File: src/shared/gpio_port_defs.svh
`ifndef GPIO_PORT_DEFS_SVH
`define GPIO_PORT_DEFS_SVH

// ==========================================================
// Port geometry.
`define PORT_WIDTH 8
`define LOW_PIN_COUNT 5
`define CHANGE_PIN_LO 4
`define CHANGE_PIN_HI 7
`define SERIAL_DATA_PIN 0
`define USB_MINUS_PIN 2
`define USB_PLUS_PIN 3
`define PARALLEL_CS_PIN 4

// ==========================================================
// Bit positions inside control bytes.
`define PULLUP_CTRL_BIT 7
`define CHANGE_FLAG_BIT 0
`define ANALOG_CFG_BIT 1

// ==========================================================
// Reset values.
`define DIR_RESET 8'hFF
`define LAT_RESET 8'h00
`define ANALOG_RESET 5'h1F
`define SNAP_RESET 4'h0

`endif

File: src/shared/gpio_port_pkg.sv
package gpio_port_pkg;

	// ==========================================================
	// Software access strobes, one cycle each, with write data.
	typedef struct packed {
		logic rd_port;
		logic wr_port;
		logic wr_is_move;
		logic wr_latch;
		logic wr_dir;
		logic wr_ctl_two;
		logic wr_analog;
		logic clr_flag;
		logic [7:0] wdata;
	} reg_req_t;

	// ==========================================================
	// Alternate peripheral functions that may own a pin.
	typedef struct packed {
		logic serial_en;
		logic serial_oe;
		logic serial_out;
		logic usb_ext_en;
		logic usb_xcvr_out_minus;
		logic usb_xcvr_out_plus;
		logic parallel_cs_en;
		logic parallel_port_chip_select;
	} alt_func_t;

endpackage

File: src/rtl/gpio_port_b.sv
`timescale 1ns/100ps
`default_nettype none
`include "gpio_port_defs.svh"

// Contract
// RQ1: Eight independent bidirectional pins, each with direction, latch and readable level.
// RQ2: Direction one makes pin input, zero drives the latch bit.
// RQ3: Output latch is separately accessible and reads back latched values.
// RQ4: Clearing control bit seven of control byte two enables all pull-ups.
// RQ5: A pin driven as output never has its pull-up on.
// RQ6: Pull-ups are off after power-on reset.
// RQ7: After reset pins four to zero are analog and read zero; upper digital.
// RQ8: Configuration byte bit one picks analog or digital default for low pins.
// RQ9: Only pins seven to four are compared, and outputs are excluded.
// RQ10: Each port read snapshots pins seven to four; comparison runs continuously.
// RQ11: Mismatches are ORed to set the change flag.
// RQ12: Port read or write ends mismatch, except memory-to-memory move writes.
// RQ13: Mismatch keeps setting the flag; software reads port then clears flag.
// RQ14: A change condition raises a wake request.
// RQ15: Software should not poll the port while change detection is used.
// RQ16: External USB transceiver mode drives pins two and three as outputs.
// RQ17: Pin four can carry the parallel port chip select.
// RQ18: Active serial data output has priority over the latch.
// RQ19: Analog selection disables the digital input but not the output driver.
// RQ20: Alternate functions that own a pin ignore its direction bit.
// RQ21: Port write updates latch; read returns levels, analog pins as zero.
module gpio_port_b
	import gpio_port_pkg::*;
(
	input wire logic mclk,
	input wire logic rst_n,
	input wire logic [7:0] pin_in,
	input wire logic [7:0] config_byte_three_high,
	input wire reg_req_t req,
	input wire alt_func_t alt,
	output logic [7:0] pin_out_q,
	output logic [7:0] pin_oe_q,
	output logic [7:0] pullup_en_q,
	output logic [7:0] pin_level_reg_q,
	output logic [7:0] output_latch_reg_q,
	output logic [7:0] pin_direction_reg_q,
	output logic [4:0] analog_select_reg_q,
	output logic pullup_enable_n_q,
	output logic pin_change_flag_q,
	output logic wake_req_q
);

	logic [7:0] pin_sync_q;
	logic strap_done_q;
	logic [3:0] snap_q;
	logic [7:0] level;
	logic [7:0] eff_oe;
	logic [7:0] eff_out;
	logic mismatch;
	logic touch_port;

	// ==========================================================
	// Pin input synchroniser.
	pin_sync #(
		.W(`PORT_WIDTH)
	) u_pin_sync (
		.mclk(mclk),
		.rst_n(rst_n),
		.async_in(pin_in),
		.sync_q(pin_sync_q)
	);

	// ==========================================================
	// Direction register.
	always_ff @(posedge mclk or negedge rst_n) begin
		if (!rst_n) begin
			pin_direction_reg_q <= `DIR_RESET;
		end else if (req.wr_dir) begin
			pin_direction_reg_q <= req.wdata; // see RQ1
		end
	end

	// ==========================================================
	// Output latch, written through either the port or the latch address.
	always_ff @(posedge mclk or negedge rst_n) begin
		if (!rst_n) begin
			output_latch_reg_q <= `LAT_RESET;
		end else if (req.wr_latch || req.wr_port) begin
			output_latch_reg_q <= req.wdata; // see RQ3, see RQ21
		end
	end

	// ==========================================================
	// Pull-up control bit.
	always_ff @(posedge mclk or negedge rst_n) begin
		if (!rst_n) begin
			pullup_enable_n_q <= 1'b1; // see RQ6
		end else if (req.wr_ctl_two) begin
			pullup_enable_n_q <= req.wdata[`PULLUP_CTRL_BIT]; // see RQ4
		end
	end

	// ==========================================================
	// Analog selection of the low pins.
	// The configuration byte is a static same-clock level, so it is
	// taken on the first edge after reset release rather than at reset.
	always_ff @(posedge mclk or negedge rst_n) begin
		if (!rst_n) begin
			strap_done_q <= 1'b0;
			analog_select_reg_q <= `ANALOG_RESET; // see RQ7
		end else if (!strap_done_q) begin
			strap_done_q <= 1'b1;
			analog_select_reg_q <= {`LOW_PIN_COUNT{config_byte_three_high[`ANALOG_CFG_BIT]}}; // see RQ8
		end else if (req.wr_analog) begin
			analog_select_reg_q <= req.wdata[4:0];
		end
	end

	// ==========================================================
	// Pin ownership. Later assignments win, so the peripheral
	// overrides stand above the latch and direction bit.
	always_comb begin
		eff_oe = ~pin_direction_reg_q; // see RQ2
		eff_out = output_latch_reg_q; // see RQ19
		if (alt.serial_en) begin
			eff_oe[`SERIAL_DATA_PIN] = alt.serial_oe; // see RQ18
			eff_out[`SERIAL_DATA_PIN] = alt.serial_out;
		end
		if (alt.usb_ext_en) begin
			eff_oe[`USB_MINUS_PIN] = 1'b1; // see RQ16, see RQ20
			eff_out[`USB_MINUS_PIN] = alt.usb_xcvr_out_minus;
			eff_oe[`USB_PLUS_PIN] = 1'b1;
			eff_out[`USB_PLUS_PIN] = alt.usb_xcvr_out_plus;
		end
		if (alt.parallel_cs_en) begin
			eff_oe[`PARALLEL_CS_PIN] = 1'b1; // see RQ17, see RQ20
			eff_out[`PARALLEL_CS_PIN] = alt.parallel_port_chip_select;
		end
	end

	// ==========================================================
	// Pin drivers and pull-ups.
	always_ff @(posedge mclk or negedge rst_n) begin
		if (!rst_n) begin
			pin_oe_q <= 8'h00;
			pin_out_q <= 8'h00;
			pullup_en_q <= 8'h00;
		end else begin
			pin_oe_q <= eff_oe;
			pin_out_q <= eff_out;
			pullup_en_q <= {`PORT_WIDTH{~pullup_enable_n_q}} & ~eff_oe; // see RQ4, see RQ5
		end
	end

	// ==========================================================
	// Digital input path; analog pins read zero.
	assign level = pin_sync_q & ~{3'b000, analog_select_reg_q}; // see RQ19, see RQ7

	always_ff @(posedge mclk or negedge rst_n) begin
		if (!rst_n) begin
			pin_level_reg_q <= 8'h00;
		end else if (req.rd_port) begin
			pin_level_reg_q <= level; // see RQ21
		end
	end

	// ==========================================================
	// Change detection on the upper pins.
	// Every port read resamples the snapshot, so polling can hide a change.
	assign touch_port = req.rd_port || (req.wr_port && !req.wr_is_move); // see RQ12
	assign mismatch = |((level[`CHANGE_PIN_HI:`CHANGE_PIN_LO] ^ snap_q)
		& ~eff_oe[`CHANGE_PIN_HI:`CHANGE_PIN_LO]); // see RQ9, see RQ11

	always_ff @(posedge mclk or negedge rst_n) begin
		if (!rst_n) begin
			snap_q <= `SNAP_RESET;
		end else if (touch_port) begin
			snap_q <= level[`CHANGE_PIN_HI:`CHANGE_PIN_LO]; // see RQ10
		end
	end

	// A set in the clearing cycle wins, so no change is lost.
	always_ff @(posedge mclk or negedge rst_n) begin
		if (!rst_n) begin
			pin_change_flag_q <= 1'b0;
		end else begin
			pin_change_flag_q <= mismatch || (pin_change_flag_q && !req.clr_flag); // see RQ13
		end
	end

	always_ff @(posedge mclk or negedge rst_n) begin
		if (!rst_n) begin
			wake_req_q <= 1'b0;
		end else begin
			wake_req_q <= mismatch; // see RQ14
		end
	end
endmodule
`default_nettype wire

File: src/rtl/pin_sync.sv
`timescale 1ns/100ps
`default_nettype none

// ==========================================================
// Two-stage synchroniser for pin levels.
module pin_sync #(
	parameter int W = 8
) (
	input wire logic mclk,
	input wire logic rst_n,
	input wire logic [W-1:0] async_in,
	output logic [W-1:0] sync_q
);

	logic [W-1:0] meta_q;

	// Only the second stage may be read by logic.
	always_ff @(posedge mclk or negedge rst_n) begin
		if (!rst_n) begin
			meta_q <= '0;
			sync_q <= '0;
		end else begin
			meta_q <= async_in;
			sync_q <= meta_q;
		end
	end

endmodule
`default_nettype wire

File: config.mk
export PLATFORM = sky130hd
export DESIGN_NAME = gpio_port_b
export DESIGN_NICKNAME = d
export VERILOG_FILES = /design/src/shared/gpio_port_pkg.sv /design/src/rtl/gpio_port_b.sv /design/src/rtl/pin_sync.sv
export VERILOG_INCLUDE_DIRS = /design/src /design/src/shared
export SDC_FILE = /design/constraint.sdc
export NUM_CORES = 1
export LEC_CHECK = 0
export BUFFER_PORTS_ARGS = -buffer_cell sky130_fd_sc_hd__buf_4
export CORE_ASPECT_RATIO = 0.5
export CORE_MARGIN = 2
export CORE_UTILIZATION = 30
export CTS_BUF_LIST = sky130_fd_sc_hd__clkbuf_16
export CTS_CLUSTER_SIZE = 8
export DETAILED_ROUTE_END_ITERATION = 7
export PLACE_DENSITY = 0.6
export SYNTH_ARGS = -nofsm -noshare
export SYNTH_HDL_FRONTEND = slang
export SYNTH_SLANG_ARGS = --single-unit
File: constraint.sdc
create_clock -name mclk -period 2.8 [get_ports mclk]
set_clock_uncertainty 0.1 [all_clocks]
set_input_delay 0.56 -clock mclk [delete_from_list [all_inputs] [get_ports mclk]]
set_output_delay 0.56 -clock mclk [all_outputs]
set_load 0.01 [all_outputs]
# [Word-level counts from Yosys, hierarchy flattened]
# Index checks and enable logic that the tools add are counted.
[totals] output_inout_bits=56 latch_bits=0 ram_bits=0 ff_bits=77 n_memories=0 wordCells=40 mem_bits_ro=0 input_bits=42
[classes] shift=0 magnitude_cmp=0 bitwise_logic=9 mul=0 n_eq_ne=1 n_reduce_logical=8 n_mux=8 div_mod_pow=0 addsub=0
[ops] cell="8-bit bitwise AND" count=2
[ops] cell="8-bit NOT" count=2
[ops] cell="5-bit two-way mux" count=2
[ops] cell="5-bit NOT with 8-bit output" count=1
[ops] cell="4-bit bitwise AND" count=1
[ops] cell="1-bit two-way mux" count=4
[ops] cell="2-bit two-way mux" count=2
[ops] cell="4-bit NOT" count=1
[ops] cell="4-bit OR reduction" count=1
[ops] cell="4-bit XOR" count=1
[ops] cell="1-bit logical OR" count=3
[ops] cell="1-bit logical AND" count=2
[ops] cell="1-bit logical NOT" count=2
[ops] cell="2-bit != test (second input constant)" count=1
[ops] cell="1-bit NOT" count=1

# [Logic depth before layout (Yosys ltp)]
# Gate-level depths: netlist of the first run.
[logic_depth] depth_word=6 ltp_mapped=4 mapped_depth_nobuf=4

# [Cells and area by module]
# Synthesis of the first run repeated with hierarchy kept, for this count alone.
[unflattened] hier_cells=171 hier_area_um2=2637.5
[by_module_without_submodules] mod="gpio_port_b" area_per_inst_um2=2237.1 seq_area_each_um2=1544.0 cells_each=155 n_inst=1
[by_module_without_submodules] mod="pin_sync" area_per_inst_um2=400.4 seq_area_each_um2=400.4 cells_each=16 n_inst=1

# [Worst setup path after synthesis of the first run]
# No wires, ideal clock.
[synth_path] path_kind="input-to-reg" start="input req[13] (netlist bit)" end="register snap_q[0]" setup_ps=125 path_slack_ps=1446 t_arrival_ps=1130 n_path_buf=0 stages=3 required_time_ps=2575 cell_sequence="inv_1 -> a21oi_2 -> mux2_2"
[synth_between] elab_chain_cells=3
[synth_lines] item="start, declared" line="gpio_port_b.sv:34" rtl="input wire reg_req_t req,"
[synth_lines] item="1-bit logical NOT" line="gpio_port_b.sv:165" rtl="assign touch_port = req.rd_port || (req.wr_port && !req.wr_is_move);"
[synth_lines] item="1-bit logical AND" line="gpio_port_b.sv:165"
[synth_lines] item="1-bit logical OR" line="gpio_port_b.sv:165"
[synth_lines] item="end signal, assigned" line="gpio_port_b.sv:171" rtl="snap_q <= `SNAP_RESET;"
[synth_lines] item="end signal, assigned" line="gpio_port_b.sv:173" rtl="snap_q <= level[`CHANGE_PIN_HI:`CHANGE_PIN_LO];"
[synth_lines] item="end, declared" line="gpio_port_b.sv:50" rtl="logic [3:0] snap_q;"
# No other way between the ends.
# A chain may end at the register's enable or synchronous reset.

# [Worst setup path in the final report of the first run]
[layout_path] start="register pullup_enable_n_q" end="output pullup_enable_n_q"
[layout_lines] item="start, declared" line="gpio_port_b.sv:43" rtl="output logic pullup_enable_n_q,"
[layout_lines] item="start signal, assigned" line="gpio_port_b.sv:94" rtl="pullup_enable_n_q <= req.wdata[`PULLUP_CTRL_BIT];"
# No word-level cell between the ends.

==> results of run 1 <==
-- worst paths after layout --
kind                                                    start                             end  slack, ps  cells after the start
max reg2reg                analog_select_reg_q[4]$_DFFE_PN1P_     pin_change_flag_q$_DFF_PN0_       1520                      4
min                                                 pin_in[5]  u_pin_sync.meta_q[5]$_DFF_PN0_        240                      1
min in group asynchronous                               rst_n  u_pin_sync.sync_q[5]$_DFF_PN0_        270                      1
min reg2reg                    u_pin_sync.meta_q[2]$_DFF_PN0_  u_pin_sync.sync_q[2]$_DFF_PN0_        250                      0
max in group asynchronous                               rst_n           pin_oe_q[7]$_DFF_PN0_       1710                      1
max                             pullup_enable_n_q$_DFFE_PN1P_               pullup_enable_n_q        980                      1
-- metrics by stage --
stage | area, µm² | setup WS [ps] | total power [mW]
floorplan | 2640 | 1450 | 1.42
global placement | 3410 | 1240 | 1.62
detailed placement | 3410 | 1230 | 1.63
CTS | 3730 | 953 | 2.85
global route | 3730 | 925 | 2.93
finish | 3730 | 983 | 2.80
-- final cells by class --
class / count / area, µm²
clock buffer: 9 / 225
clock inverter: 7 / 90.1
fill: 783 / 4890
inverter: 10 / 37.5
multi-input combinational: 76 / 607
sequential: 77 / 1940
tap: 117 / 146
timing repair buffer: 90 / 676
-- where the power goes --
group	leakage [nW]	internal, mW	switching, mW	total (mW)
registers	0.895	1.22	0.0543	1.28
clock network	0.153	0.774	0.422	1.20
logic	0.697	0.180	0.148	0.327
-- flip-flops by register name, summed over array words and instances (netlist names), 4 cells and up --
| name | cells |
|---|---|
| pin_oe_q | 8 |
| pullup_en_q | 8 |
| analog_select_reg_q | 5 |
| u_pin_sync.meta_q | 8 |
| pin_direction_reg_q | 8 |
| pin_level_reg_q | 8 |
| u_pin_sync.sync_q | 8 |
| pin_out_q | 8 |
| output_latch_reg_q | 8 |
| snap_q | 4 |
-- layout by cell type, fill, tap and decap left out, types with 2 or more instances in the layout --
cell / synthesis / routed
xnor2_1: 2 / 2
clkbuf_16: 0 / 9
dfstp_2: 14 / 14
nand2b_1: 2 / 2
xor2_1: 2 / 2
bufinv_16: 0 / 2
nor2_1: 9 / 9
nand2_1: 5 / 5
inv_1: 10 / 10
nand3b_1: 4 / 4
mux2i_1: 5 / 5
buf_4: 4 / 90
dfrtp_1: 63 / 63
clkinv_2: 0 / 2
mux2_2: 25 / 25
a21oi_1: 5 / 5
o21ai_0: 9 / 9
-- routing by layer --
metal	routed length, µm	vias up	global-route usage [%]
met5	0	-	0
met4	97	0	5.90
met3	221	9	4.43
met2	2860	25	21.0
met1	2200	781	14.1
li1	-	751	-
-- cell families (layout without fill, tap and decap cells) --
group / after synthesis / after routing
mux: 30 / 30
xor+xnor: 4 / 4
buf+inv: 18 / 116
other cells: 1 / 1
compound gates: 18 / 18
simple gates: 23 / 23
flops: 77 / 77
==> flow_metrics.env, run 1 <==
export IMPL_gp_congestion=0.732
export IMPL_p_leak_nw=1.75
export IMPL_fmax_ghz=0.550
export IMPL_ys_flop_type="dfrtp_1"
export IMPL_cts_tree="built"
export IMPL_drt_total_wl_um=5380
export IMPL_ant_nets=0
export IMPL_port_buffers=90
export IMPL_hold_ws_ps=240
export IMPL_cts_path_max_buffers=2
export IMPL_setup_viol=0
export IMPL_cts_setup_buffers=0
export IMPL_synth_fa_ha_area_share_pct=0
export IMPL_ios=98
export IMPL_drt_initial_drc_count=82
export IMPL_worstHoldPathType="primary input to register"
export IMPL_synth_largest_area_cell="dfrtp_1"
export IMPL_final_max_slew_viol_count=0
export IMPL_path_clk_slew_ps=60
export IMPL_drc_errors=0
export IMPL_ys_seq_elements=77
export IMPL_synthMuxAreaShare_pct=12.6
export IMPL_h_tree_depth=3
export IMPL_outcome="finished, final reports clean"
export IMPL_numClockSinks=77
export IMPL_nets=306
export IMPL_instances_no_fill=386
export IMPL_grt_pass1_wl_um=8870
export IMPL_grt_pass1_vias=1753
export IMPL_crit_buf_inv=1
export IMPL_yosys_cell_count_top_type="dfrtp_1"
export IMPL_synth_commonest_cells="63 x dfrtp_1, 25 x mux2_2, 14 x dfstp_2"
export IMPL_synthesis_nets=213
export IMPL_ys_top_cells_by_area="dfrtp_1 60%, dfstp_2 14%, mux2_2 11%"
export IMPL_synth_top_area_share_pct=59.8
export IMPL_required_ps=2140
export IMPL_initial_core_util_pct=30.6
export IMPL_period_needed_ps=1820
export IMPL_wire_per_inst_um=13.9
export IMPL_die_height_um=70.3
export IMPL_antenna_found_initial=0
export IMPL_antenna_cells=0
export IMPL_grt_usage_pct=12.5
export IMPL_grt_ovfl_total=0
export IMPL_critPathSlowestCell="dfstp_2"
export IMPL_fp_dieArea_um2=9600
export IMPL_synthSimpleGateAreaFrac_pct=4.65
export IMPL_cp_max_fo=10
export IMPL_via_per_inst=4.06
export IMPL_synth_xor_area_share_pct=1.33
export IMPL_cts_buffers=9
export IMPL_tns_ps=0
export IMPL_die_x_um=137
export IMPL_synth_top_family_by_area="multiplexers"
export IMPL_postLayoutCoreUtil_pct=43.2
export IMPL_irDropWorstVdd_mv=0.308
export IMPL_syn2layout_area_growth_pct=41.3
export IMPL_cp_slowest_stage_delay_ps=660
export IMPL_worstSetupStartpointType="register"
export IMPL_synth_area_um2=2640
export IMPL_power_per_cell_area_nw_per_um2=752
export IMPL_avgSynthCellArea_um2=15.4
export IMPL_hpwl_um=3800
export IMPL_core_um2=8620
export IMPL_clk_latency_ps=320
export IMPL_maxCapViolCount=0
export IMPL_synth_compound_area_share_pct=4.32
export IMPL_max_slew_margin_pct=36.8
export IMPL_ys_async_sr_fraction_pct=100
export IMPL_crit_type="register to output port"
export IMPL_worst_pin_slew_ps=948
export IMPL_cts_resized=0
export IMPL_root_buffer="clkbuf_16"
export IMPL_crit_family="flip-flops"
export IMPL_critPathCaptureType="output port"
export IMPL_grt_max_degree=78
export IMPL_path_cells="buf_4"
export IMPL_ys_seq_area_share_pct=73.7
export IMPL_worst_endpoint_arrival_ps=1160
export IMPL_post_route_period_util_pct=64.9
export IMPL_synth_cell_types=24
export IMPL_synth_edff_count=0
export IMPL_place_inst=370
export IMPL_ys_warnings_count=0
export IMPL_ctsHoldBuffers=0
export IMPL_num_rows=24
export IMPL_vias=1566
export IMPL_firstDrtPassIters=4
export IMPL_grt_setup_unrepaired="no"
export IMPL_netlist_instances=171
export IMPL_finalHoldViolations=0
export IMPL_drive_gt1_share_pct=55.4
Power figures use the tool's default switching activity.
==> inputs of run 2 (changes only) <==
ABC_AREA = 1   (was unset)
clock period = 1.7 ns   (was 2.8 ns; I/O delays follow)
==> run 2 against run 1 <==
- largest cell class unchanged
- design area grew 0.24%
- die area grew 0.27%
- largest power group unchanged
- via count grew 14%
- cell count grew 15%
==> flow_metrics.env, run 2 <==
export IMPL_outcome="finished, final reports clean"
export IMPL_h_tree_depth=3
export IMPL_finalHoldViolations=0
export IMPL_core_um2=8650
export IMPL_drc_errors=0
export IMPL_cp_slowest_stage_delay_ps=650
export IMPL_ys_seq_elements=77
export IMPL_grt_ovfl_total=0
export IMPL_setup_viol=0
export IMPL_ant_nets=0
export IMPL_syn2layout_area_growth_pct=41.2
export IMPL_power_per_cell_area_nw_per_um2=1180
export IMPL_avgSynthCellArea_um2=11.9
export IMPL_gp_congestion=0.743
export IMPL_via_per_inst=4.05
export IMPL_fmax_ghz=0.633
export IMPL_r2r_setup_slack_ps=460
export IMPL_ys_flop_type="dfrtp_1"
export IMPL_ys_top_cells_by_area="dfrtp_1 60%, dfstp_2 14%, nand2_1 7.2%"
export IMPL_ys_async_sr_fraction_pct=100
export IMPL_cts_path_max_buffers=2
export IMPL_cts_buffers=9
export IMPL_crit_type="register to output port"
export IMPL_cp_max_fo=10
export IMPL_final_max_slew_viol_count=0
export IMPL_synth_top_area_share_pct=59.6
export IMPL_nets=362
export IMPL_crit_family="flip-flops"
export IMPL_clockPowerShare_pct=40.3
export IMPL_drt_total_wl_um=5620
export IMPL_port_buffers=90
export IMPL_ys_warnings_count=0
export IMPL_synth_area_um2=2650
export IMPL_num_rows=24
export IMPL_maxCapViolCount=0
export IMPL_grt_setup_unrepaired="no"
export IMPL_hpwl_um=4120
export IMPL_root_buffer="clkbuf_16"
export IMPL_firstDrtPassIters=4
export IMPL_critPathCaptureType="output port"
export IMPL_vias=1792
export IMPL_initial_core_util_pct=30.6
export IMPL_seqCellArea_um2=1940
export IMPL_required_ps=1260
export IMPL_critPathSlowestCell="dfstp_2"
export IMPL_synth_commonest_cells="63 x dfrtp_1, 51 x nand2_1, 24 x inv_1"
export IMPL_worstHoldPathType="primary input to register"
export IMPL_final_cell_area_um2=3730
export IMPL_synth_largest_area_cell="dfrtp_1"
export IMPL_antenna_found_initial=0
export IMPL_worstSetupStartpointType="register"
export IMPL_synthesis_nets=265
export IMPL_layout_commonest_cell="buf_4"
export IMPL_final_cell_mix="92 x buf_4, 63 x dfrtp_1, 51 x nand2_1, 24 x inv_1, 21 x nor2_1"
export IMPL_p_int_mw=3.39
export IMPL_worst_endpoint_arrival_ps=1140
export IMPL_cts_tree="built"
export IMPL_total_power_mw=4.40
export IMPL_tns_ps=0
export IMPL_drive_gt1_share_pct=38.8
export IMPL_numClockSinks=77
export IMPL_hold_ws_ps=23.0
export IMPL_path_cells="buf_4"
export IMPL_die_height_um=70.4
export IMPL_ios=98
export IMPL_p_leak_nw=1.87
export IMPL_period_needed_ps=1580
export IMPL_cts_resized=0
export IMPL_postLayoutCoreUtil_pct=43.2
export IMPL_grt_usage_pct=12.7
export IMPL_antenna_cells=0
export IMPL_crit_buf_inv=1
export IMPL_grt_pass1_vias=1896
export IMPL_p_comb_share_pct=12.1
export IMPL_postPlaceCellArea_um2=3440
export IMPL_wire_per_inst_um=12.7
export IMPL_ys_seq_area_share_pct=73.5
export IMPL_synth_cell_types=18
export IMPL_post_route_period_util_pct=93.0
export IMPL_fp_dieArea_um2=9630
export IMPL_path_clk_slew_ps=60
export IMPL_grt_pass1_wl_um=9310
export IMPL_multi_input_area_um2=552
export IMPL_grt_max_degree=78
export IMPL_drt_initial_drc_count=66
export IMPL_p_sw_share_pct=23.0
export IMPL_nFillCells=834
export IMPL_synth_edff_count=0
export IMPL_die_x_um=137
export IMPL_yosys_cell_count_top_type="dfrtp_1"
export IMPL_netlist_instances=223
export IMPL_p_switching_mw=1.01
export IMPL_p_seq_share_pct=47.6
export IMPL_irDropWorstVdd_mv=0.611
export IMPL_clk_latency_ps=320
run 2: cell types whose count changed in the layout (fill, tap and decap cells not counted), sizes merged, moves of 9 or more:
cell,before,now
inv,10,24
mux2,25,6
nand2,5,51
nor2,10,22
o21ai,9,18
run 2: area by class of cell:
class | instances | share of cell area [%]
sequential | 77 | 52.1
timing repair buffer | 94 | 19.3
multi-input combinational | 114 | 14.8
clock buffer | 9 | 6.03
tap | 117 | 3.92
inverter | 24 | 2.41
clock inverter | 7 | 1.51
run 2: what timing repair did:
action	in CTS	in global routing
endpoints found under the setup margin	0	0
hold buffers	1	0
endpoints found under the hold margin	63	0
setup buffers	0	0
run 2: per-stage QoR:
| step | std cells | worst slack, ps |
|---|---|---|
| final | 442 | 120 |
| after global routing | 442 | 70.2 |
| after CTS | 442 | 113 |
| after detailed placement | 425 | 313 |
| after global placement | 425 | 314 |
| after floorplan | 223 | 557 |
run 2: metal layers:
metal	track usage (%)	routed length, µm
met4	3.78	61
met1	14.4	2250
met5	0	0
met2	22.9	3020
met3	3.85	287
run 2: final timing paths:
check,startpoint,end,depth (start not counted)
hold reg to reg,u_pin_sync.meta_q[3]$_DFF_PN0_,u_pin_sync.sync_q[3]$_DFF_PN0_,0
setup reg to reg,analog_select_reg_q[4]$_DFFE_PN1P_,pin_change_flag_q$_DFF_PN0_,7
max in group asynchronous,rst_n,analog_select_reg_q[2]$_DFFE_PN1P_,3
setup / recovery,pullup_enable_n_q$_DFFE_PN1P_,pullup_enable_n_q,1
min in group asynchronous,rst_n,pin_out_q[0]$_DFF_PN0_,3
hold / removal,pin_in[0],u_pin_sync.meta_q[0]$_DFF_PN0_,1
run 2: power groups by stage:
stage	Combinational, mW	Sequential (mW)	Clock [mW]
2_1_floorplan	0.165	2.16	0
3_3_place_gp	0.529	2.12	0
3_5_place_dp	0.542	2.13	0
4_1_cts	0.547	2.10	1.82
5_1_grt	0.590	2.12	1.91
6_report	0.534	2.10	1.77
run 2: logic make-up (layout without fill, tap and decap cells):
family,after synthesis,after routing,synth area share [%]
AND/OR/NAND/NOR,78,78,11.4
flip-flops,77,77,73.5
buffers and inverters,32,134,5.63
AO/OA/AOI/OAI,29,29,6.48
multiplexers,6,6,2.84
other,1,1,0.142
==> inputs of run 3 (changes only) <==
CTS_BUF_LIST = unset   (was sky130_fd_sc_hd__clkbuf_16)
clock period = 1.9 ns   (was 1.7 ns; I/O delays follow)
==> run 3 against run 2 <==
- global-route usage rose by 0.36 points
- combinational power fell by 9.9%
- design area rose by 0.90%
- setup slack improved by 180 ps
- critical endpoint unchanged
- largest cell class unchanged
==> flow_metrics.env, run 3 (synthesis results as in run 2) <==
export IMPL_crit_family="flip-flops"
export IMPL_vias=1832
export IMPL_final_cell_mix="92 x buf_4, 63 x dfrtp_1, 51 x nand2_1, 24 x inv_1, 21 x nor2_1"
export IMPL_maxCapViolCount=0
export IMPL_fmax_ghz=0.624
export IMPL_via_per_inst=4.15
export IMPL_antenna_cells=0
export IMPL_hpwl_um=4310
export IMPL_period_needed_ps=1600
export IMPL_port_buffers=90
export IMPL_nFillCells=820
export IMPL_nets=362
export IMPL_ant_nets=0
export IMPL_cts_path_max_buffers=2
export IMPL_grt_max_degree=36
export IMPL_cp_max_fo=10
export IMPL_numClockSinks=77
export IMPL_top_usage_layer="met2"
export IMPL_crit_type="register to output port"
export IMPL_layout_commonest_cell="buf_4"
export IMPL_drt_total_wl_um=5740
export IMPL_irDropWorstVdd_mv=0.491
export IMPL_postLayoutCoreUtil_pct=43.6
export IMPL_finalHoldViolations=0
export IMPL_crit_buf_inv=1
export IMPL_required_ps=1420
export IMPL_reg2reg_from="analog_select_reg_q[4]$_DFFE_PN1P_"
export IMPL_cts_buffers=9
export IMPL_drt_initial_drc_count=130
export IMPL_path_clk_slew_ps=60
export IMPL_path_cells="buf_4"
export IMPL_worst_endpoint_arrival_ps=1120
export IMPL_tns_ps=0
export IMPL_power_per_cell_area_nw_per_um2=1100
export IMPL_syn2layout_area_growth_pct=42.5
export IMPL_ios=98
export IMPL_final_max_slew_viol_count=0
export IMPL_worstSetupStartpointType="register"
export IMPL_grt_setup_unrepaired="no"
export IMPL_die_x_um=137
export IMPL_post_route_period_util_pct=84.4
export IMPL_core_um2=8650
export IMPL_cts_setup_buffers=0
export IMPL_fp_dieArea_um2=9630
export IMPL_setup_viol=0
export IMPL_use_met2_pct=23.4
export IMPL_outcome="finished, final reports clean"
export IMPL_p_leak_nw=1.89
export IMPL_cp_slowest_stage_delay_ps=640
export IMPL_crit_start="pullup_enable_n_q$_DFFE_PN1P_"
export IMPL_gp_congestion=0.748
export IMPL_die_height_um=70.4
export IMPL_clk_latency_ps=320
export IMPL_critPathCaptureType="output port"
export IMPL_worstHoldPathType="primary input to register"
export IMPL_num_rows=24
export IMPL_use_met1_pct=14.0
export IMPL_root_buffer="clkbuf_16"
export IMPL_holdCritStartpoint="pin_in[0]"
export IMPL_cts_tree="built"
export IMPL_wire_per_inst_um=13.0
export IMPL_h_tree_depth=3
export IMPL_grt_usage_pct=13.0
export IMPL_antenna_found_initial=0
export IMPL_critPathSlowestCell="dfstp_2"
export IMPL_initial_core_util_pct=30.6
export IMPL_grtUsageMet3_pct=4.87
export IMPL_drive_gt1_share_pct=39.8
export IMPL_grt_pass1_vias=1949
export IMPL_drc_errors=0
export IMPL_firstDrtPassIters=4
export IMPL_grt_pass1_wl_um=9420
export IMPL_grt_ovfl_total=0
-- run 3: cell types whose count changed in the layout (fill, tap and decap cells not counted), sizes merged --
cell | before | now
clkinv | 5 | 1
clkbuf | 9 | 11
bufinv | 1 | 2
-- run 3: worst paths after layout --
kind	slack, ps	end	depth (start not counted)
hold reg to reg	250	u_pin_sync.sync_q[0]$_DFF_PN0_	0
setup / recovery	300	pullup_enable_n_q	1
min in group asynchronous	450	pin_out_q[0]$_DFF_PN0_	2
setup reg to reg	680	pin_change_flag_q$_DFF_PN0_	7
max in group asynchronous	650	pullup_enable_n_q$_DFFE_PN1P_	3
hold / removal	60	u_pin_sync.meta_q[0]$_DFF_PN0_	1
-- run 3: final cells by class --
cell class              instances  area, µm²  share of cell area, %
flip-flops and latches         77       1940                   51.6
multi-input cells             114        552                   14.6
clock buffers                  11        243                   6.44
clock inverters                 4       72.6                   1.93
well taps                     117        146                   3.88
repair buffers                 94        721                   19.1
inverters                      24       90.1                   2.39
-- run 3: power breakdown --
part	total (mW)	switching (mW)	leakage [nW]	internal [mW]
registers	1.87	0.0751	0.898	1.80
clock network	1.77	0.600	0.152	1.17
logic	0.481	0.238	0.836	0.243
-- run 3: metrics by stage --
| step | hold slack, ps | power [mW] | instances | worst slack [ps] | cell area, µm² |
|---|---|---|---|---|---|
| 4_1_cts | 50.5 | 4.19 | 441 | 270 | 3770 |
| 3_5_place_dp | 235 | 2.39 | 425 | 440 | 3440 |
| 5_1_grt | 38.8 | 4.33 | 441 | 253 | 3770 |
| 3_3_place_gp | 233 | 2.37 | 425 | 472 | 3440 |
| 6_report | 59.7 | 4.13 | 441 | 296 | 3770 |
| 2_1_floorplan | -15.6 | 2.08 | 223 | 717 | 2650 |
-- run 3: what timing repair did --
item                      4_1_cts  5_1_grt
gates resized for setup         0        0
hold endpoints to repair       24        0
hold buffers                    1        0
-- run 3: layer usage --
layer | share of wire [%] | vias up | routed length [µm]
li1 | - | 885 | -
met2 | 55 | 36 | 3130
met1 | 39 | 905 | 2230
met3 | 5.3 | 6 | 307
met5 | 0 | - | 0
met4 | 1.4 | 0 | 78
